===== config.mk =====
export PLATFORM = sky130hd
export DESIGN_NAME = ddr3mr_ctrl
export DESIGN_NICKNAME = d
export VERILOG_FILES = /design/src/pkg/ddr3mr_pkg.sv /design/src/ddr3mr_ckgen.sv /design/src/ddr3mr_ctrl.sv
export SDC_FILE = /design/constraint.sdc
export NUM_CORES = 1
export LEC_CHECK = 0
export BUFFER_PORTS_ARGS = -buffer_cell sky130_fd_sc_hd__buf_2
export CAP_MARGIN = 20
export CORE_MARGIN = 1.5
export CORE_UTILIZATION = 38
export DETAILED_ROUTE_END_ITERATION = 10
export GPL_ROUTABILITY_DRIVEN = 0
export GPL_TIMING_DRIVEN = 0
export SETUP_SLACK_MARGIN = 0.5
export SLEW_MARGIN = 25
export SYNTH_ARGS = -nofsm -noshare
export SYNTH_HDL_FRONTEND = slang
export SYNTH_SLANG_ARGS = --single-unit

===== constraint.sdc =====
create_clock -name clock -period 2.6 [get_ports clock]
set_input_delay 0.39 -clock clock [delete_from_list [all_inputs] [get_ports clock]]
set_output_delay 0.39 -clock clock [all_outputs]
set_load 0.02 [all_outputs]

===== src/pkg/ddr3mr_pkg.sv =====
/*
 Shared constants for the DDR3 mode-register host controller: software
 register offsets, mode-register field positions, command encodings,
 timing figures and the controller state type.
 Assumes a 40 MHz system clock and a link clock divided down from it.
*/
package ddr3mr_pkg;

    ////////////////////////////////////////////////////////////////////////
    // software register offsets (byte addresses)
    localparam logic [7:0] OFS_CTRL = 8'h00;
    localparam logic [7:0] OFS_MR0 = 8'h04;
    localparam logic [7:0] OFS_MR1 = 8'h08;
    localparam logic [7:0] OFS_STAT = 8'h0C;
    localparam logic [7:0] OFS_LAT = 8'h10;

    // control register bits (write strobes except the odt request)
    localparam int CTRL_GO_MR0 = 0;
    localparam int CTRL_GO_MR1 = 1;
    localparam int CTRL_PD_ENTER = 2;
    localparam int CTRL_PD_EXIT = 3;
    localparam int CTRL_ODT = 4;

    // mode register 0 fields (address pin positions)
    localparam int MR0_BL = 0;
    localparam int MR0_CL_LSB = 2;
    localparam int MR0_BT = 3;
    localparam int MR0_CL = 4;
    localparam int MR0_TEST = 7;
    localparam int MR0_DLL_RST = 8;
    localparam int MR0_WR = 9;
    localparam int MR0_PPD = 12;
    localparam logic [1:0] BL_FIXED_BC4 = 2'h2;

    // mode register 1 fields
    localparam int MR1_DLL_OFF = 0;
    localparam int MR1_RTT0 = 2;
    localparam int MR1_AL = 3;
    localparam int MR1_RTT1 = 6;
    localparam int MR1_WLVL = 7;
    localparam int MR1_RSV8 = 8;
    localparam int MR1_RTT2 = 9;
    localparam int MR1_RSV10 = 10;
    localparam int MR1_QOFF = 12;
    localparam logic [1:0] AL_RESERVED = 2'h3;

    // status register bits
    localparam int STAT_BUSY = 0;
    localparam int STAT_LOCK = 1;
    localparam int STAT_PD = 2;
    localparam int STAT_ERR = 3;
    localparam int STAT_NEED_RST = 7;

    // command pins {cs_n, ras_n, cas_n, we_n} and bank selects
    localparam logic [3:0] CMD_MRS = 4'h0;
    localparam logic [3:0] CMD_NOP = 4'h7;
    localparam logic [2:0] BA_MR0 = 3'h0;
    localparam logic [2:0] BA_MR1 = 3'h1;

    // timing figures
    localparam int CLK_NS = 25;
    localparam int CK_HALF_DEF = 4;
    localparam int TDLLK_CK = 512;
    localparam int TMOD_CK = 12;
    localparam int TWR_NS = 15;
    localparam int TXP_NS = 6;
    localparam int TXPDLL_NS = 24;

    // controller states
    typedef enum logic [2:0] {
        ST_IDLE = 3'b000,
        ST_ISSUE = 3'b001,
        ST_HOLD = 3'b010,
        ST_WAIT = 3'b011,
        ST_PD_IN = 3'b100,
        ST_PD = 3'b101,
        ST_PD_OUT = 3'b110
    } ddr3mr_state_e;

    // cas latency in clocks from {A6,A5,A4,A2}
    function automatic logic [4:0] ddr3mr_cl(input logic [3:0] code);
        ddr3mr_cl = 5'd4 + {2'b00, code[3:1]} + {1'b0, code[0], 3'b000};
    endfunction

    // write recovery in clocks from A11..A9
    function automatic logic [4:0] ddr3mr_wr(input logic [2:0] code);
        if (code == 3'h0) begin
            ddr3mr_wr = 5'd16;
        end else if (code <= 3'h4) begin
            ddr3mr_wr = {2'b00, code} + 5'd4;
        end else begin
            ddr3mr_wr = {1'b0, code, 1'b0};
        end
    endfunction

endpackage


===== src/ddr3mr_ckgen.sv =====
/*
 Link clock generator: divides the system clock into the memory clock
 and marks each falling edge, where command pins may change.
 Assumes one synchronous active-high reset shared with the controller.
*/
module ddr3mr_ckgen import ddr3mr_pkg::*; #(
    parameter int HALF = CK_HALF_DEF
) (
    input wire logic clock,
    input wire logic reset,
    output logic ck_out,
    output logic ck_fall
);

    logic [7:0] div_reg;

    ////////////////////////////////////////////////////////////////////////
    // half-period divider; the pulse accompanies ck going low
    always_ff @(posedge clock) begin
        if (reset) begin
            div_reg <= 8'h00;
            ck_out <= 1'b0;
            ck_fall <= 1'b0;
        end else if (div_reg == 8'(HALF - 1)) begin
            div_reg <= 8'h00;
            ck_out <= ~ck_out;
            ck_fall <= ck_out;
        end else begin
            div_reg <= div_reg + 8'h01;
            ck_fall <= 1'b0;
        end
    end

endmodule


===== src/ddr3mr_ctrl.sv =====
/*
 Host controller that loads DDR3 mode registers 0 and 1 with MRS
 commands, tracks DLL lock, precharge power-down and termination, and
 reports the resulting latencies to software over a simple port.
 Assumes the memory is initialised and idle when software asks for MRS.
*/
// Chosen here: the address-and-strobe port and the placing of the registers.
// Summary of operation
// - fixed chop pulls write references two clocks
// - on-the-fly chop keeps eight-beat write timing
// - mode register 0 bit A7 forced zero
// - reset dll after enable, wait lock
// - clock enable held high during lock
// - write recovery at least tWR in clocks
// - power-down exit waits tXPDLL or tXP
// - MRS with BA0 high loads register 1
// - register 1 reserved bits driven zero
// - leveling with outputs on limits termination
// - termination during writes limited to three
// - dll off keeps termination off
// - dll off needs dynamic termination off
// - MRS with all banks low loads register 0
module ddr3mr_ctrl import ddr3mr_pkg::*; #(
    parameter int CK_HALF = CK_HALF_DEF,
    parameter int TDLLK = TDLLK_CK
) (
    input wire logic clock,
    input wire logic reset,
    input wire logic [7:0] sw_addr,
    input wire logic [31:0] sw_wdata,
    input wire logic sw_write,
    input wire logic sw_read,
    output logic [31:0] sw_rdata,
    output logic ddr_ck,
    output logic ddr_cke,
    output logic ddr_cs_n,
    output logic ddr_ras_n,
    output logic ddr_cas_n,
    output logic ddr_we_n,
    output logic [2:0] ddr_ba,
    output logic [14:0] ddr_addr,
    output logic ddr_odt
);

    // link clock period and derived cycle counts
    localparam int TCK_NS = 2 * CK_HALF * CLK_NS;
    localparam int WR_MIN = (TWR_NS + TCK_NS - 1) / TCK_NS;
    localparam int TXP_RAW = (TXP_NS + TCK_NS - 1) / TCK_NS;
    localparam int TXPDLL_RAW = (TXPDLL_NS + TCK_NS - 1) / TCK_NS;
    localparam logic [9:0] TXP_CNT = 10'((TXP_RAW < 1) ? 1 : TXP_RAW);
    localparam logic [9:0] TXPDLL_CNT = 10'((TXPDLL_RAW < 1) ? 1 : TXPDLL_RAW);
    localparam logic [9:0] TMOD_CNT = 10'(TMOD_CK);
    localparam logic [9:0] TDLLK_CNT = 10'(TDLLK);

    ddr3mr_state_e state_reg;
    logic ck_fall;
    logic [12:0] mr0_cfg_reg;
    logic [12:0] mr1_cfg_reg;
    logic [12:0] mr0_shadow_reg;
    logic [12:0] mr1_shadow_reg;
    logic [9:0] wait_reg;
    logic [9:0] lock_cnt_reg;
    logic lock_reg;
    logic need_rst_reg;
    logic odt_req_reg;
    logic [3:0] err_reg;
    logic [3:0] err_next;
    logic [2:0] cmd_ba_reg;
    logic [14:0] cmd_addr_reg;
    logic ctrl_wr;
    logic idle;
    logic [2:0] rtt;
    logic rtt_ok;
    logic mr0_ok;
    logic mr1_ok;
    logic go_mr0;
    logic go_mr1;
    logic [14:0] mr0_word;
    logic [14:0] mr1_word;
    logic [4:0] cl;
    logic [4:0] al;
    logic is_mrs;

    ddr3mr_ckgen #(.HALF(CK_HALF)) u_ckgen (
        .clock(clock),
        .reset(reset),
        .ck_out(ddr_ck),
        .ck_fall(ck_fall)
    );

    ////////////////////////////////////////////////////////////////////////
    // request checks on the configured mode words
    assign ctrl_wr = sw_write && (sw_addr == OFS_CTRL);
    assign idle = (state_reg == ST_IDLE);
    assign rtt = {mr1_cfg_reg[MR1_RTT2], mr1_cfg_reg[MR1_RTT1], mr1_cfg_reg[MR1_RTT0]};
    // only rzq/4, rzq/2, rzq/6 or off may be used with writes
    assign rtt_ok = (rtt <= 3'h3)
        || (mr1_cfg_reg[MR1_WLVL] && mr1_cfg_reg[MR1_QOFF]);
    assign mr0_ok = (ddr3mr_wr(mr0_cfg_reg[MR0_WR +: 3]) >= 5'(WR_MIN));
    assign mr1_ok = rtt_ok && (mr1_cfg_reg[MR1_AL +: 2] != AL_RESERVED);
    assign go_mr0 = ctrl_wr && sw_wdata[CTRL_GO_MR0] && idle && mr0_ok;
    assign go_mr1 = ctrl_wr && sw_wdata[CTRL_GO_MR1] && !sw_wdata[CTRL_GO_MR0]
        && idle && mr1_ok;
    // test mode and reserved positions never leave the controller
    assign mr0_word = {2'b00, mr0_cfg_reg[12:8], 1'b0, mr0_cfg_reg[6:0]};
    assign mr1_word = {2'b00, mr1_cfg_reg[12:11], 1'b0, mr1_cfg_reg[9],
        1'b0, mr1_cfg_reg[7:0]};
    assign is_mrs = ({ddr_cs_n, ddr_ras_n, ddr_cas_n, ddr_we_n} == CMD_MRS);

    // latencies from the words the memory really holds
    assign cl = ddr3mr_cl({mr0_shadow_reg[6:4], mr0_shadow_reg[MR0_CL_LSB]});
    always_comb begin
        case (mr1_shadow_reg[MR1_AL +: 2])
            2'h1: al = cl - 5'd1;
            2'h2: al = cl - 5'd2;
            default: al = 5'd0;
        endcase
    end

    ////////////////////////////////////////////////////////////////////////
    // sequencer: issue, hold one link clock, then wait out the delay
    always_ff @(posedge clock) begin
        if (reset) begin
            state_reg <= ST_IDLE;
            wait_reg <= 10'h000;
        end else begin
            case (state_reg)
                ST_IDLE: begin
                    if (go_mr0 || go_mr1) begin
                        state_reg <= ST_ISSUE;
                    end else if (ctrl_wr && sw_wdata[CTRL_PD_ENTER] && !lock_reg) begin
                        state_reg <= ST_PD_IN;
                    end
                end
                ST_ISSUE: begin
                    if (ck_fall) begin
                        state_reg <= ST_HOLD;
                    end
                end
                ST_HOLD: begin
                    if (ck_fall) begin
                        state_reg <= ST_WAIT;
                        wait_reg <= TMOD_CNT - 10'h001;
                    end
                end
                ST_WAIT: begin
                    if (ck_fall) begin
                        if (wait_reg == 10'h000) begin
                            state_reg <= ST_IDLE;
                        end else begin
                            wait_reg <= wait_reg - 10'h001;
                        end
                    end
                end
                ST_PD_IN: begin
                    if (ck_fall) begin
                        state_reg <= ST_PD;
                    end
                end
                ST_PD: begin
                    if (ctrl_wr && sw_wdata[CTRL_PD_EXIT]) begin
                        state_reg <= ST_PD_OUT;
                    end
                end
                ST_PD_OUT: begin
                    if (ck_fall) begin
                        state_reg <= ST_WAIT;
                        // slow exit waits for the frozen dll
                        wait_reg <= (mr0_shadow_reg[MR0_PPD] ? TXP_CNT : TXPDLL_CNT)
                            - 10'h001;
                    end
                end
                default: state_reg <= ST_IDLE;
            endcase
        end
    end

    // latch the command word when a request is taken
    always_ff @(posedge clock) begin
        if (reset) begin
            cmd_ba_reg <= BA_MR0;
            cmd_addr_reg <= 15'h0000;
        end else if (go_mr0) begin
            cmd_ba_reg <= BA_MR0;
            cmd_addr_reg <= mr0_word;
        end else if (go_mr1) begin
            cmd_ba_reg <= BA_MR1;
            cmd_addr_reg <= mr1_word;
        end
    end

    ////////////////////////////////////////////////////////////////////////
    // command pins change only on the falling link clock
    always_ff @(posedge clock) begin
        if (reset) begin
            {ddr_cs_n, ddr_ras_n, ddr_cas_n, ddr_we_n} <= CMD_NOP;
            ddr_ba <= 3'h0;
            ddr_addr <= 15'h0000;
            ddr_cke <= 1'b1;
        end else if (ck_fall) begin
            if (state_reg == ST_ISSUE) begin
                {ddr_cs_n, ddr_ras_n, ddr_cas_n, ddr_we_n} <= CMD_MRS;
                ddr_ba <= cmd_ba_reg;
                ddr_addr <= cmd_addr_reg;
            end else begin
                {ddr_cs_n, ddr_ras_n, ddr_cas_n, ddr_we_n} <= CMD_NOP;
            end
            if (state_reg == ST_PD_IN) begin
                ddr_cke <= 1'b0;
            end else if (state_reg == ST_PD_OUT) begin
                ddr_cke <= 1'b1;
            end
        end
    end

    // termination off during mrs, dll lock and dll-off operation
    always_ff @(posedge clock) begin
        if (reset) begin
            ddr_odt <= 1'b0;
        end else begin
            ddr_odt <= odt_req_reg && idle && !lock_reg
                && !mr1_shadow_reg[MR1_DLL_OFF];
        end
    end

    ////////////////////////////////////////////////////////////////////////
    // shadow copies of what the memory holds after each mrs
    always_ff @(posedge clock) begin
        if (reset) begin
            mr0_shadow_reg <= 13'h0000;
            mr1_shadow_reg <= 13'h0000;
        end else if (ck_fall && (state_reg == ST_ISSUE)) begin
            if (cmd_ba_reg == BA_MR0) begin
                // the memory drops its dll reset bit by itself
                mr0_shadow_reg <= cmd_addr_reg[12:0] & ~(13'h0001 << MR0_DLL_RST);
            end else begin
                mr1_shadow_reg <= cmd_addr_reg[12:0];
            end
        end
    end

    // dll lock wait after a dll reset, and the reminder to reset
    always_ff @(posedge clock) begin
        if (reset) begin
            lock_reg <= 1'b0;
            lock_cnt_reg <= 10'h000;
            need_rst_reg <= 1'b0;
        end else if (ck_fall && (state_reg == ST_ISSUE)) begin
            if (cmd_ba_reg == BA_MR0 && cmd_addr_reg[MR0_DLL_RST]) begin
                lock_reg <= 1'b1;
                lock_cnt_reg <= TDLLK_CNT - 10'h001;
                need_rst_reg <= 1'b0;
            end else if (cmd_ba_reg == BA_MR1 && mr1_shadow_reg[MR1_DLL_OFF]
                && !cmd_addr_reg[MR1_DLL_OFF]) begin
                need_rst_reg <= 1'b1;
            end
        end else if (ck_fall && lock_reg) begin
            if (lock_cnt_reg == 10'h000) begin
                lock_reg <= 1'b0;
            end else begin
                lock_cnt_reg <= lock_cnt_reg - 10'h001;
            end
        end
    end

    ////////////////////////////////////////////////////////////////////////
    // software registers; dll reset bit clears when the request is taken, a write wins
    always_ff @(posedge clock) begin
        if (reset) begin
            mr0_cfg_reg <= 13'h0000;
            mr1_cfg_reg <= 13'h0000;
            odt_req_reg <= 1'b0;
        end else begin
            if (sw_write && sw_addr == OFS_MR0) begin
                mr0_cfg_reg <= sw_wdata[12:0];
            end else if (go_mr0) begin
                mr0_cfg_reg[MR0_DLL_RST] <= 1'b0;
            end
            if (sw_write && sw_addr == OFS_MR1) begin
                mr1_cfg_reg <= sw_wdata[12:0];
            end
            if (ctrl_wr) begin
                odt_req_reg <= sw_wdata[CTRL_ODT];
            end
        end
    end

    // sticky errors {al, wr, rtt, test}: write one to clear, set wins
    always_comb begin
        err_next = err_reg;
        if (sw_write && sw_addr == OFS_STAT) begin
            err_next = err_reg & ~sw_wdata[STAT_ERR +: 4];
        end
        if (ctrl_wr && sw_wdata[CTRL_GO_MR0] && idle) begin
            err_next[0] = err_next[0] | mr0_cfg_reg[MR0_TEST];
            err_next[2] = err_next[2] | !mr0_ok;
        end
        if (ctrl_wr && sw_wdata[CTRL_GO_MR1] && !sw_wdata[CTRL_GO_MR0] && idle) begin
            err_next[1] = err_next[1] | !rtt_ok;
            err_next[3] = err_next[3] | (mr1_cfg_reg[MR1_AL +: 2] == AL_RESERVED);
        end
    end

    always_ff @(posedge clock) begin
        if (reset) begin
            err_reg <= 4'h0;
        end else begin
            err_reg <= err_next;
        end
    end

    // read data one cycle after the strobe, zero otherwise
    always_ff @(posedge clock) begin
        if (reset || !sw_read) begin
            sw_rdata <= 32'h0000_0000;
        end else if (sw_addr == OFS_CTRL) begin
            sw_rdata <= {27'h0000000, odt_req_reg, 4'h0};
        end else if (sw_addr == OFS_MR0) begin
            sw_rdata <= {19'h00000, mr0_cfg_reg};
        end else if (sw_addr == OFS_MR1) begin
            sw_rdata <= {19'h00000, mr1_cfg_reg};
        end else if (sw_addr == OFS_STAT) begin
            sw_rdata <= {24'h000000, need_rst_reg, err_reg, (state_reg == ST_PD),
                lock_reg, !idle};
        end else if (sw_addr == OFS_LAT) begin
            // fixed chop moves write references two clocks earlier
            sw_rdata <= {7'h00, (mr0_shadow_reg[1:0] == BL_FIXED_BC4),
                3'h0, 5'(al + cl), 3'h0, al, 3'h0, cl};
        end else begin
            sw_rdata <= 32'h0000_0000;
        end
    end
endmodule


==> Word level (Yosys, flattened, before mapping) <==
Index checks and enable logic that the tools add are counted.
{ "classes": {"n_lt_le_gt_ge": 3, "addsub": 9, "n_eq_ne": 28, "n_bitwise": 10, "n_mux": 44, "reduce_logical": 63} }
{ "ops": {"columns": ["operator", "count"], "rows": [
  ["two-way mux 10 bit", 8],
  ["two-way mux 13 bit", 6],
  ["case mux 10 bit (3 select lines)", 1],
  ["logical AND 1 bit", 24],
  ["two-way mux 3 bit", 8],
  ["zero test 10 bit", 2],
  ["subtractor 10 x 1 -> 10 bit, second input constant", 2],
  ["case mux 3 bit (6 select lines)", 1],
  ["equality test 8 x 4 -> 1 bit, second input constant", 2],
  ["two-way mux 1 bit", 15],
  ["!= test 2 x 1 -> 1 bit, second input constant", 7],
  ["nonzero test 2 bit", 6],
  ["two-way mux 5 bit", 2],
  ["!= test 2 bit, second input constant", 5],
  ["case mux 5 bit (2 select lines)", 1],
  ["AND reduction 2 bit", 5],
  ["OR reduction 2 bit", 5],
  ["equality test 3 bit, second input constant", 3],
  ["zero test 3 bit", 3],
  ["adder 8 x 1 -> 8 bit, second input constant", 1],
  ["equality test 8 x 2 -> 1 bit, second input constant", 1],
  ["equality test 8 x 3 -> 1 bit, second input constant", 1],
  ["equality test 8 x 5 -> 1 bit, second input constant", 1],
  ["zero test 1 bit", 8],
  ["other kinds (26)", 39]
]} }
{ "totals": {"out_inout_bits": 57, "ff_bits": 128} }

==> Depth between registers and ports, before layout <==
Gate-level depths: netlist of run 1.
{ "logic_depth": {"word_depth": 9, "depth_mapped": 11} }

==> Hierarchy <==
Synthesis of run 1 repeated with hierarchy kept, for this count alone.
{ "hier_totals": {"cells_unflattened": 716, "hier_area_um2": 6124.6} }
{ "by_module_without_submodules": {"columns": ["module", "area_per_inst_um2", "seq_area_each_um2", "instances", "cells_each"], "rows": [
  ["ddr3mr_ctrl", 5728.0, 2302.2, 1, 673],
  ["ddr3mr_ckgen", 396.6, 200.2, 1, 43]
]} }

==> Least setup slack after synthesis of run 1 <==
OpenSTA, ideal clock, no wires.
{ "synth_timing": {"path_kind": "reg-to-reg", "from": "register mr0_shadow_reg[5]", "to": "register sw_rdata[20]", "stages_incl_launch_ff": 11, "synth_period_minus_slack_ns": 2.127, "setup_time_ns": 0.115, "setup_slack_ns": 0.473, "n_path_buf": 0, "arrival_ns": 2.013, "cell_sequence": "dfxtp_1 inv_1 ha_1 nand2b_1 a21oi_1 fa_1 a21o_1 a21oi_1 xnor2_1 xnor2_1 nor2_1"} }
{ "synth_between": {"elab_chain_cells": 5, "word_cells_on_any_way": 6, "classes_between": "5 x add/sub; 1 x mux"} }
{ "synth_lines": {"columns": ["element", "line_no", "rtl"], "rows": [
  ["start, declared", "ddr3mr_ctrl.sv:59", "logic [12:0] mr0_shadow_reg;"],
  ["start signal, assigned", "ddr3mr_ctrl.sv:235", "mr0_shadow_reg <= cmd_addr_reg[12:0] & ~(13'h0001 << MR0_DLL_RST);"],
  ["adder 3 x 3 -> 4 bit (*)", "ddr3mr_pkg.sv:82", "ddr3mr_cl = 5'd4 + {2'b00, code[3:1]} + {1'b0, code[0], 3'b000};"],
  ["adder 4 x 4 -> 5 bit (*)", "ddr3mr_pkg.sv:82", null],
  ["subtractor 5 x 2 -> 5 bit / subtractor 5 x 1 -> 5 bit (equally long branches)", "ddr3mr_ctrl.sv:115, ddr3mr_ctrl.sv:114", null],
  ["case mux 5 bit (2 select lines)", "ddr3mr_ctrl.sv:113", "case (mr1_shadow_reg[MR1_AL +: 2])"],
  ["adder 5 bit (*)", "ddr3mr_ctrl.sv:328", "3'h0, 5'(al + cl), 3'h0, al, 3'h0, cl};"],
  ["end signal, assigned", "ddr3mr_ctrl.sv:321", "sw_rdata <= {19'h00000, mr1_cfg_reg};"],
  ["end signal, assigned", "ddr3mr_ctrl.sv:323", "sw_rdata <= {24'h000000, need_rst_reg, err_reg, (state_reg == ST_PD),"],
  ["end signal, assigned", "ddr3mr_ctrl.sv:327", "sw_rdata <= {7'h00, (mr0_shadow_reg[1:0] == BL_FIXED_BC4),"],
  ["end, declared", "ddr3mr_ctrl.sv:33", "output logic [31:0] sw_rdata,"]
]} }
Mark *: on every way between the ends. The rest lies on a longest branch, timed or not.
A chain may end at the register's enable or synchronous reset.

==> Worst setup path in the final report of run 1 <==
{ "layout_timing": {"from": "register mr0_shadow_reg[6]", "to": "register sw_rdata[20]"} }
The elaborated chain is that of the path after synthesis.

==> run metrics, run 1 <==
Max Cap Viol 0; first-pass GRT wire length 25,750 µm; Boundary Pins slightly above 100; Reg2Reg Depth 10; mux contribution to synthesized area 0.03898; Pwr Total about 4.6 mW; total grt overflow 0; critical path endpoint sw_rdata[20]; switching share of power 0.2187; cell count after placement 947; Worst Skew 0.008416 ns; Iter 0 DRT Violations 422; Critical Path RT 2.91 ns; drt via density 5.330; die area 16,130 µm²; WL/cell 16.57 µm; Setup crit start mr0_shadow_reg[6]; post-DP HPWL 11,880 µm; Skew-Pair Late Insertion Delay 0.43 ns; Total GRT Usage 0.2072; Post-Synth Adder-Cell Area 0.03127; CP Launch Type register; commonest non-fill, non-tap cells in the layout dfxtp_1 (122), nand2_1 (103), a21oi_1 (69); Peak VDD IR 0.5007 mV; Slew @ Worst Pin between 0.6 and 0.7 ns; max-slew violations 0; mapped cell area between 5000 and 6000 µm²; R2R Path End sw_rdata[20]; P_leak 2.907 nW; R2R setup slack 0.44 ns; ant diodes 0; P per Cell Area approximately 630 nW/µm²; clk sink count 125; complex-gate fraction of the synthesized area 0.1756; Synth Instances 682; commonest non-fill, non-tap cell in the layout dfxtp_1; Hold Crit Class primary input to register; critical path capture point type register; combinational share of power 0.044; sequential cell fraction of total power 0.423; combinational family with the most area after synthesis simple AND/OR/NAND/NOR gates; Area Overhead vs Synth 24.87%; antenna-violating nets left 0; root buffer cell clkbuf_16; DIE HEIGHT 127.0 µm; flops & latches, synth 125; vias 5,271; Fin Setup TNS 0 ns; CTS tree yes; initial antenna violation count 0; Pre-antenna DRT Iters 5; # rows 45; Largest Register sw_rdata; final WL 16,390 µm; CTS buffer count 17; Core Region around 15,000 µm²; number of global-route vias before repair 4,961; layout cells sized above 1 0.2285; ys async rst share 0; Post-synth EDFFs 0; Final Setup Violations 0; Tcrit/Tclk final 0.8311; worst r2r src mr0_shadow_reg[6]; Setup CP Type register to register; Net Sw Power around 1 mW; initial core utilization 0.3871; RSZ-0062 raised after global routing yes; Die Wd ~130 µm; H-tree levels 4; Clock Tree Buf Depth 2; predominant post-synthesis flop cell dfxtp_1; Layout Nets 846; Clock power frac 0.534; max-slew headroom at the worst pin 0.5532; Non-Filler Instances 989; status completed; Synth Warn # 0; Unique masters post-synth 66; syn_area_per_cell 8.566 µm²; Data arrival, critical path about 2.5 ns; Period minus WS final 2.161 ns; CTS Hold Bufs 0; xor/xnor share of the synthesized area 0.03748; Peak Freq about 0.46 GHz; pin count of the biggest net entering global routing 17; P_int 3.565 mW; CTS clock-pin slew for the worst setup and hold paths 0.06 ns; Final Hold Violating Endpoints 0; max reg flops 19; Port Buffers 60; DR DRC count 0; Post-Synth Simple-Gate Area 0.2191; register area share after synthesis 0.4284; crit-path max FO 8
==> power groups by stage <==
stage	combinational [mW]	clock (mW)	sequential (mW)
3_5_place_dp	0.193	0	1.97
5_1_grt	0.216	2.55	1.93
2_1_floorplan	0.128	0	1.97
3_3_place_gp	0.191	0	1.97
4_1_cts	0.194	2.47	1.93
6_report	0.199	2.43	1.93
==> worst min path at each step <==
| stage | cells past startpoint | startpoint | end | slack (ns) |
|---|---|---|---|---|
| floorplan | 1 | mr0_shadow_reg[0] | sw_rdata[24] | 0.40 |
| global placement | 2 | err_reg[2] | err_reg[2] | 0.42 |
| detailed placement | 1 | u_ckgen.div_reg[0] | u_ckgen.div_reg[0] | 0.43 |
| CTS | 2 | sw_wdata[5] | err_reg[2] | 0.16 |
| global route | 2 | sw_wdata[5] | err_reg[2] | 0.18 |
| finish | 2 | sw_wdata[5] | err_reg[2] | 0.17 |
==> stage by stage <==
stage	utilization	hold slack, ns	cell area, µm²	worst slack (ns)
CTS	0.4726	0.1558	7132	0.3866
global placement	0.4269	0.4250	6442	0.1339
global route	0.4834	0.1845	7295	0.3646
finish	0.4834	0.1728	7295	0.4392
floorplan	-	0.4031	5907	0.5047
detailed placement	0.4269	0.4324	6442	0.1139
==> routing by layer <==
layer,share of wire,vias up,global-route usage,wire [µm]
li1,-,2571,-,-
met1,0.43,2520,0.2502,7068
met4,0.023,0,0.09759,380
met5,0,-,0,0
met3,0.049,30,0.04858,796
met2,0.50,150,0.3497,8142
==> cell families after synthesis <==
family	Yosys count
other	1
AND/OR/NAND/NOR	261
XOR/XNOR	25
flip-flops	125
buffers and inverters	76
multiplexers	22
AO/OA/AOI/OAI	158
adder cells (fa/ha/maj)	14
==> what timing repair did <==
item                                   in CTS  in global routing
cloned                                      0                  0
setup endpoints to repair                  29                 52
pin swaps                                   3                 12
endpoints found under the hold margin       0                  0
resized for setup                          15                 32
buffers inserted                            3                  7
==> cells in the mapped netlist, types with 6 or more instances <==
| cell type | n | share of area |
|---|---|---|
| nor4_1 | 6 | 0.0064 |
| xor2_1 | 8 | 0.012 |
| a211oi_1 | 9 | 0.012 |
| nor2_1 | 63 | 0.040 |
| nand3_1 | 9 | 0.0077 |
| dfxtp_1 | 125 | 0.43 |
| mux2i_1 | 16 | 0.027 |
| a21oi_1 | 73 | 0.063 |
| a22oi_1 | 20 | 0.026 |
| buf_4 | 23 | 0.030 |
| nand2_1 | 104 | 0.067 |
| o21ai_0 | 14 | 0.012 |
| mux2_2 | 6 | 0.012 |
| nor3_1 | 15 | 0.013 |
| xnor2_1 | 17 | 0.025 |
| nor2b_1 | 7 | 0.0075 |
| or3_1 | 7 | 0.0075 |
| inv_1 | 18 | 0.012 |
| nor3b_1 | 7 | 0.0090 |
| clkbuf_1 | 25 | 0.016 |
| nand2b_1 | 11 | 0.012 |
| ha_1 | 13 | 0.028 |
==> area by class of cell <==
class	count	area [µm²]
inverter	18	72.57
clock inverter	10	137.6
multi-input combinational	498	3147
tap	188	235.2
buffer	58	341.6
fill	1463	7795
sequential	125	2511
timing repair buffer	70	375.4
clock buffer	22	474.2
==> worst max-delay path, cell delays in order, from the launching register on <==
cell and delay, ns:
dfxtp_2 0.47, ha_1 0.27, nor2b_1 0.11, a21oi_1 0.07, nor2_2 0.18, ha_4 0.24, a21o_1 0.20, a21oi_2 0.17
xnor2_1 0.16, xnor2_1 0.14, nor2_1 0.05
(Power assumes the default switching activity.)
==> run 2: changes to the inputs <==
- clock period: 2.6 -> 2.2 ns (I/O delays scaled with it)
==> run 2 against run 1 <==
Effect of this change: sequential share of layout area down 4.4 points; power rose by 24%; final area is 15% higher; cell count grew 5.2%; register-to-register slack lost 0.35 ns; critical endpoint unchanged.
==> run metrics, run 2 (synthesis gave the netlist of run 1 again) <==
status completed; P_int 4.421 mW (+24%); initial core utilization 0.3871 (unchanged); Fin Setup TNS 0 ns (unchanged); Non-Filler Instances 1,040 (+5.2%); root buffer cell clkbuf_16; Total GRT Usage 0.2209 (+0.01372); Iter 0 DRT Violations 416 (-1.4%); Worst Path Buf+Inv 1 (+1); H-tree levels 4 (unchanged); Final Hold Violating Endpoints 0 (unchanged); number of global-route vias before repair 5,307 (+7.0%); max-slew violations 0 (unchanged); Hold Crit Class primary input to register; P_leak 3.405 nW (+17%); WHS 0.1286 ns (-0.04416 ns); Reg2Reg Depth 10 (unchanged); Port Buffers 60 (unchanged); Core Region 15,090 µm² (unchanged); Final WS setup 0.08826 ns (-0.3509 ns); first-pass GRT wire length 27,450 µm (+6.6%); final WL 18,390 µm (+12%); Final Setup Violations 0 (unchanged); CTS buffer count 17 (unchanged); Max Cap Viol 0 (unchanged); Die Wd 127.0 µm (unchanged); antenna-violating nets left 0 (unchanged); Setup CP Type register to register; commonest non-fill, non-tap cells in the layout dfxtp_1 (110), nand2_1 (93), buf_4 (64); layout cells sized above 1 0.3803 (+0.1518); CP max stage delay 0.37 ns (-0.10 ns); Pwr Total 5.644 mW (+24%); DR DRC count 0 (unchanged); CP delay by family, top adder cells; switching share of power 0.2167 (-0.002077); total grt overflow 0 (unchanged); die area 16,130 µm² (unchanged); DP Worst Slack -0.1611 ns (-0.2750 ns); Worst Skew 0.006093 ns (-0.002322 ns); Net Sw Power 1.223 mW (+23%); commonest non-fill, non-tap cell in the layout dfxtp_1; Largest Register sw_rdata; Clock Tree Buf Depth 2 (unchanged); most frequent CP cell xnor2_1; max-slew headroom at the worst pin 0.5533 (about the same); WL/cell 17.68 µm (+6.7%); design area 8424 µm² (+15%); Tcrit/Tclk final 0.9599 (+0.1288); CP Launch Type register; vias 5,643 (+7.1%); Slew @ Worst Pin 0.6701 ns (-0.0001603 ns); crit path max-delay cell type dfxtp_4; Hold Crit Start sw_wdata[5]; WHS Path Cells 2 (unchanged); combinational share of power 0.047 (+0.003); CTS tree yes; sequential cell fraction of total power 0.404 (-0.019); Layout Nets 897 (+6.0%); P per Cell Area 669.9 nW/µm² (+7.1%); # rows 45 (unchanged); Peak VDD IR 0.6166 mV (+23%); Clock power frac 0.549 (+0.015); crit-path max FO 4 (-4); R2R Path End sw_rdata[20]; placed inst area 6659 µm² (+3.4%); Area Overhead vs Synth 44.21%; R2R setup slack 0.09 ns (-0.35 ns); worst r2r src mr0_shadow_reg[6]; clk sink count 125 (unchanged); RSZ-0062 raised after global routing yes; critical path capture point type register; Pre-antenna DRT Iters 5 (unchanged); post-DP HPWL 11,700 µm (-1.5%); Final Util 0.5583 (+0.07488); initial antenna violation count 1 (+1); Boundary Pins 101 (unchanged); DIE HEIGHT 127.0 µm (unchanged); ant diodes 0 (unchanged); Data arrival, critical path 2.44 ns (-0.04 ns); Peak Freq 0.4735 GHz (+2.3%); Period minus WS final 2.112 ns (-0.04908 ns); Critical Path RT 2.53 ns (-0.38 ns); Min-Delay Endpoint err_reg[2]; cell count after placement 947 (unchanged); CTS clock-pin slew for the worst setup and hold paths 0.06 ns (about the same); drt via density 5.426 (+1.8%); CP Cell Sequence ha_4, buf_4, nand2_1, a31oi_1, nor4_2, ha_1, a21oi_2, xnor2_1, xnor2_1, nor2_1; Skew-Pair Late Insertion Delay 0.43 ns (about the same); pin count of the biggest net entering global routing 17 (unchanged); max reg flops 19 (unchanged)
run 2: cell types whose count changed in the layout (fill, tap and decap cells not counted), sizes merged:
cell      previous run  this run
clkbuf              47        48
buf                103       152
clkinvlp             5         2
bufinv               3         5
clkinv               2         4
run 2: worst max-delay path by stage:
stage                            from         endpoint  slack (ns)  cells after the start
floorplan                  sw_addr[7]     sw_rdata[24]        0.17                      7
global placement           sw_addr[7]  cmd_addr_reg[5]       -0.15                      8
detailed placement         sw_addr[7]  cmd_addr_reg[5]       -0.16                      8
CTS                 mr0_shadow_reg[5]     sw_rdata[20]        0.24                     11
global route        mr0_shadow_reg[6]     sw_rdata[20]       -0.07                      9
finish              mr0_shadow_reg[6]     sw_rdata[20]        0.09                     10
run 2: layout make-up:
| type | count | area, µm² |
|---|---|---|
| clock inverters | 11 | 188.9 |
| fillers | 1293 | 6665 |
| inverters | 18 | 72.57 |
| plain buffers | 58 | 449.2 |
| multi-input cells | 498 | 3583 |
| flip-flops and latches | 125 | 2531 |
| clock buffers | 21 | 460.4 |
| repair buffers | 121 | 903.4 |
| well taps | 188 | 235.2 |
run 2: layer usage:
layer / part of all wire / vias to the layer above / global-route usage
li1: - / 2673 / -
met1: 0.41 / 2681 / 0.2575
met2: 0.49 / 220 / 0.3763
met3: 0.055 / 67 / 0.05821
met4: 0.040 / 2 / 0.1103
met5: 0.00092 / - / 0
run 2: power groups by stage:
stage	Combinational (mW)	Sequential [mW]	Clock (mW)
after global placement	0.229	2.33	0
after CTS	0.245	2.28	3.12
after floorplan	0.153	2.33	0
after detailed placement	0.232	2.33	0
after global routing	0.284	2.28	3.22
final	0.266	2.28	3.10
run 2: repair_timing:
action / in CTS / in global routing
hold buffers: 0 / 0
hold endpoints to repair: 0 / 0
setup endpoints to repair: 81 / 80
gates resized for setup: 68 / 84
pin swaps: 43 / 42
setup buffers: 32 / 23
gates cloned: 4 / 2
run 2: worst reg2reg max path, stage by stage, from the launching register on:
cell,delay [ns]
dfxtp_4,0.37
ha_4,0.24
buf_4,0.15
nand2_1,0.07
a31oi_1,0.05
nor4_2,0.34
ha_1,0.32
a21oi_2,0.14
xnor2_1,0.15
xnor2_1,0.14
nor2_1,0.05
==> run 3: changes to the inputs <==
- ABC_AREA: default -> 1
==> run 3 against run 2 <==
Effect of this change: register-to-register slack improved by 0.04 ns; count of clock-buffer cells in the layout rose by 5; via count rose by 4.6%; power grew 3.0%; clock skew increased by 0.0017 ns; clock power decreased by 12%; global-route usage down 0.88 points; critical endpoint unchanged; first-iteration DRC count grew 5.8%; non-clock buffer count down 39; critical path type unchanged; sequential cell count unchanged.
==> run metrics, run 3 <==
status completed; antenna-violating nets left 0 (unchanged); Max Cap Viol 0 (unchanged); predominant post-synthesis flop cell dfxtp_1; flops & latches, synth 125 (unchanged); xor/xnor share of the synthesized area 0.008678 (-0.02880); root buffer cell clkbuf_16; Synth top area share 0.4132 (-0.01513); FF+latch area 2529 µm² (about the same); combinational family with the most area after synthesis simple AND/OR/NAND/NOR gates; ant diodes 0 (unchanged); Port Buffers 61 (+1.7%); Worst Path Buf+Inv 2 (+1); CP Launch Type register; DIE HEIGHT 129.2 µm (+1.8%); H-tree levels 4 (unchanged); Unique masters post-synth 40 (-39%); syn_area_per_cell 7.124 µm² (-17%); post-DP HPWL 11,920 µm (+1.8%); crit-path max FO 5 (+1); max reg flops 19 (unchanged); Slew @ Worst Pin 0.7831 ns (+0.1130 ns); critical path capture point type register; P per Cell Area 723.8 nW/µm² (+8.0%); mapped cell area 6056 µm² (+3.7%); Peak VDD IR 0.4345 mV (-30%); CP max stage delay 0.36 ns (about the same); vias 5,900 (+4.6%); Die Wd 129.2 µm (+1.8%); Fin Setup TNS 0 ns (unchanged); area of the multi-input gates 3272 µm² (-8.7%); Total GRT Usage 0.2121 (-0.008835); Reg2Reg Depth 12 (+2); Area Overhead vs Synth 32.56%; worst r2r src mr0_shadow_reg[5]; clk sink count 125 (unchanged); max-slew violations 0 (unchanged); CTS Hold Bufs 0 (unchanged); Skew-Pair Late Insertion Delay 0.42 ns (about the same); ys async rst share 0 (unchanged); pin count of the biggest net entering global routing 17 (unchanged); mux contribution to synthesized area 0 (-0.03898); Synth area leaders dfxtp_1 (41%), nand2_1 (11%), inv_1 (6.7%); fillers 1,553 (+20%); die area 16,700 µm² (+3.6%); number of global-route vias before repair 5,171 (-2.6%); commonest non-fill, non-tap cell in the layout nand2_1; P_leak 3.611 nW (+6.0%); complex-gate fraction of the synthesized area 0.1434 (-0.03224); Period minus WS final 2.075 ns (-0.03719 ns); Post-Synth Simple-Gate Area 0.2804 (+0.06127); most numerous cell in the Yosys netlist nand2_1; Pre-antenna DRT Iters 4 (-1); Iter 0 DRT Violations 440 (+5.8%); WHS Path Cells 3 (+1); Hold Crit Class primary input to register; drt via density 4.892 (-9.8%); crit path max-delay cell type dfxtp_4; Final Hold Violating Endpoints 0 (unchanged); Synth Warn # 0 (unchanged); Min-Delay Endpoint mr1_cfg_reg[11]; post-synth top area cell dfxtp_1; CP delay by family, top compound AO/OA/AOI/OAI gates; Tcrit/Tclk final 0.9430 (-0.01690); Setup CP Type register to register; Post-synth EDFFs 0 (unchanged); commonest non-fill, non-tap cells in the layout nand2_1 (172), dfxtp_1 (114), inv_1 (93); R2R setup slack 0.13 ns (+0.04 ns); # rows 45 (unchanged); Peak Freq 0.4820 GHz (+1.8%); Clock Tree Buf Depth 2 (unchanged); initial core utilization 0.3940 (+0.006829); R2R Path End sw_rdata[20]; final WL 17,390 µm (-5.4%); Data arrival, critical path 2.44 ns (about the same); Synth Instances 850 (+25%); CP Cell Sequence inv_6, ha_4, or2_4, a21oi_4, ha_4, nand2_2, inv_2, o21ai_2, nand2_1, xor2_1, a21oi_1, o21a_1; Hold Crit Start sw_wdata[11]; Non-Filler Instances 1,206 (+16%); CTS buffer count 17 (unchanged); Critical Path RT 2.57 ns (+0.04 ns); max-slew headroom at the worst pin 0.4779 (-0.07535); Final Setup Violations 0 (unchanged); Worst Skew 0.007801 ns (+0.001708 ns); cell count after placement 1,139 (+20%); CTS tree yes; Largest Register sw_rdata; most frequent CP cell ha_4; CTS clock-pin slew for the worst setup and hold paths 0.06 ns (about the same); RSZ-0062 raised after global routing yes; total grt overflow 0 (unchanged); initial antenna violation count 0 (-1); first-pass GRT wire length 26,740 µm (-2.6%); DR DRC count 0 (unchanged); layout cells sized above 1 0.2794 (-0.1009); Layout Nets 1,040 (+16%); Core Region 15,370 µm² (+1.9%); Synth top cells by count nand2_1 (180), dfxtp_1 (125), inv_1 (108); register area share after synthesis 0.4132 (-0.01513); WL/cell 14.42 µm (-18%); Setup crit start mr0_shadow_reg[5]; Post-Synth Adder-Cell Area 0.03017 (-0.001105); Boundary Pins 101 (unchanged); Final Util 0.5223 (-0.03603)
-- run 3: cell count changes after synthesis, moves of 8 or more --
cell	previous run	this run
a22oi_1	20	0
nand2b_1	11	0
nand3_1	9	57
o21ai_0	14	65
nand4_1	4	12
inv_2	0	9
nand2_1	104	180
clkbuf_1	25	8
xnor2_1	17	0
mux2i_1	16	0
inv_1	18	108
nor2_1	63	93
-- run 3: metrics by stage --
stage | area [µm²] | setup WS, ns | total power, mW | hold slack, ns
floorplan | 6167 | 0.2211 | 2.814 | 0.3938
global placement | 6736 | 0.06991 | 2.948 | 0.4358
detailed placement | 6736 | 0.02981 | 2.948 | 0.4391
CTS | 7508 | 0.1350 | 5.716 | 0.1445
global route | 8028 | 0.02374 | 6.052 | 0.1542
finish | 8028 | 0.1254 | 5.811 | 0.1650
-- run 3: layout make-up --
type	instances	area share
buffer	44	0.03943
clock buffer	26	0.06484
clock inverter	6	0.006858
inverter	119	0.05845
multi-input combinational	579	0.4076
sequential	125	0.3150
tap	211	0.03289
timing repair buffer	96	0.07497
-- run 3: power by group --
part	internal (mW)	switching, mW
Clock	1.73	1.00
Combinational	0.260	0.457
Sequential	2.30	0.0594
-- run 3: logic make-up after synthesis --
group           Yosys count
compound gates          163
xor+xnor                  6
simple gates            378
other cells               1
fa+ha+maj                14
flops                   125
buf+inv                 163
-- run 3: how the worst max path moves through the flow --
stage	slack, ns	to	depth (start not counted)
after floorplan	0.22	sw_rdata[20]	12
after global placement	0.07	sw_rdata[20]	11
after detailed placement	0.03	sw_rdata[20]	13
after CTS	0.14	sw_rdata[20]	14
after global routing	0.02	sw_rdata[20]	12
final	0.13	sw_rdata[20]	12
-- run 3: worst reg2reg max path, cell delays in order, from the launching register on --
cell,delay (ns)
dfxtp_4,0.36
inv_6,0.08
ha_4,0.19
or2_4,0.25
a21oi_4,0.17
ha_4,0.24
nand2_2,0.06
inv_2,0.04
o21ai_2,0.12
nand2_1,0.08
xor2_1,0.17
a21oi_1,0.15
o21a_1,0.13
-- run 3: repair_timing --
item                       in CTS  in global routing
pin swaps                      13                 32
hold endpoints to repair        0                  0
gates cloned                    0                  1
gates resized for setup        34                 87
setup buffers                   9                 25
setup endpoints to repair      39                 65
-- run 3: metal layers --
layer,global-route usage,part of all wire,vias to the layer above
met2,0.3232,0.45,174
li1,-,-,2982
met4,0.07799,0.018,0
met1,0.2924,0.47,2722
met3,0.04955,0.059,22
met5,0,0,-
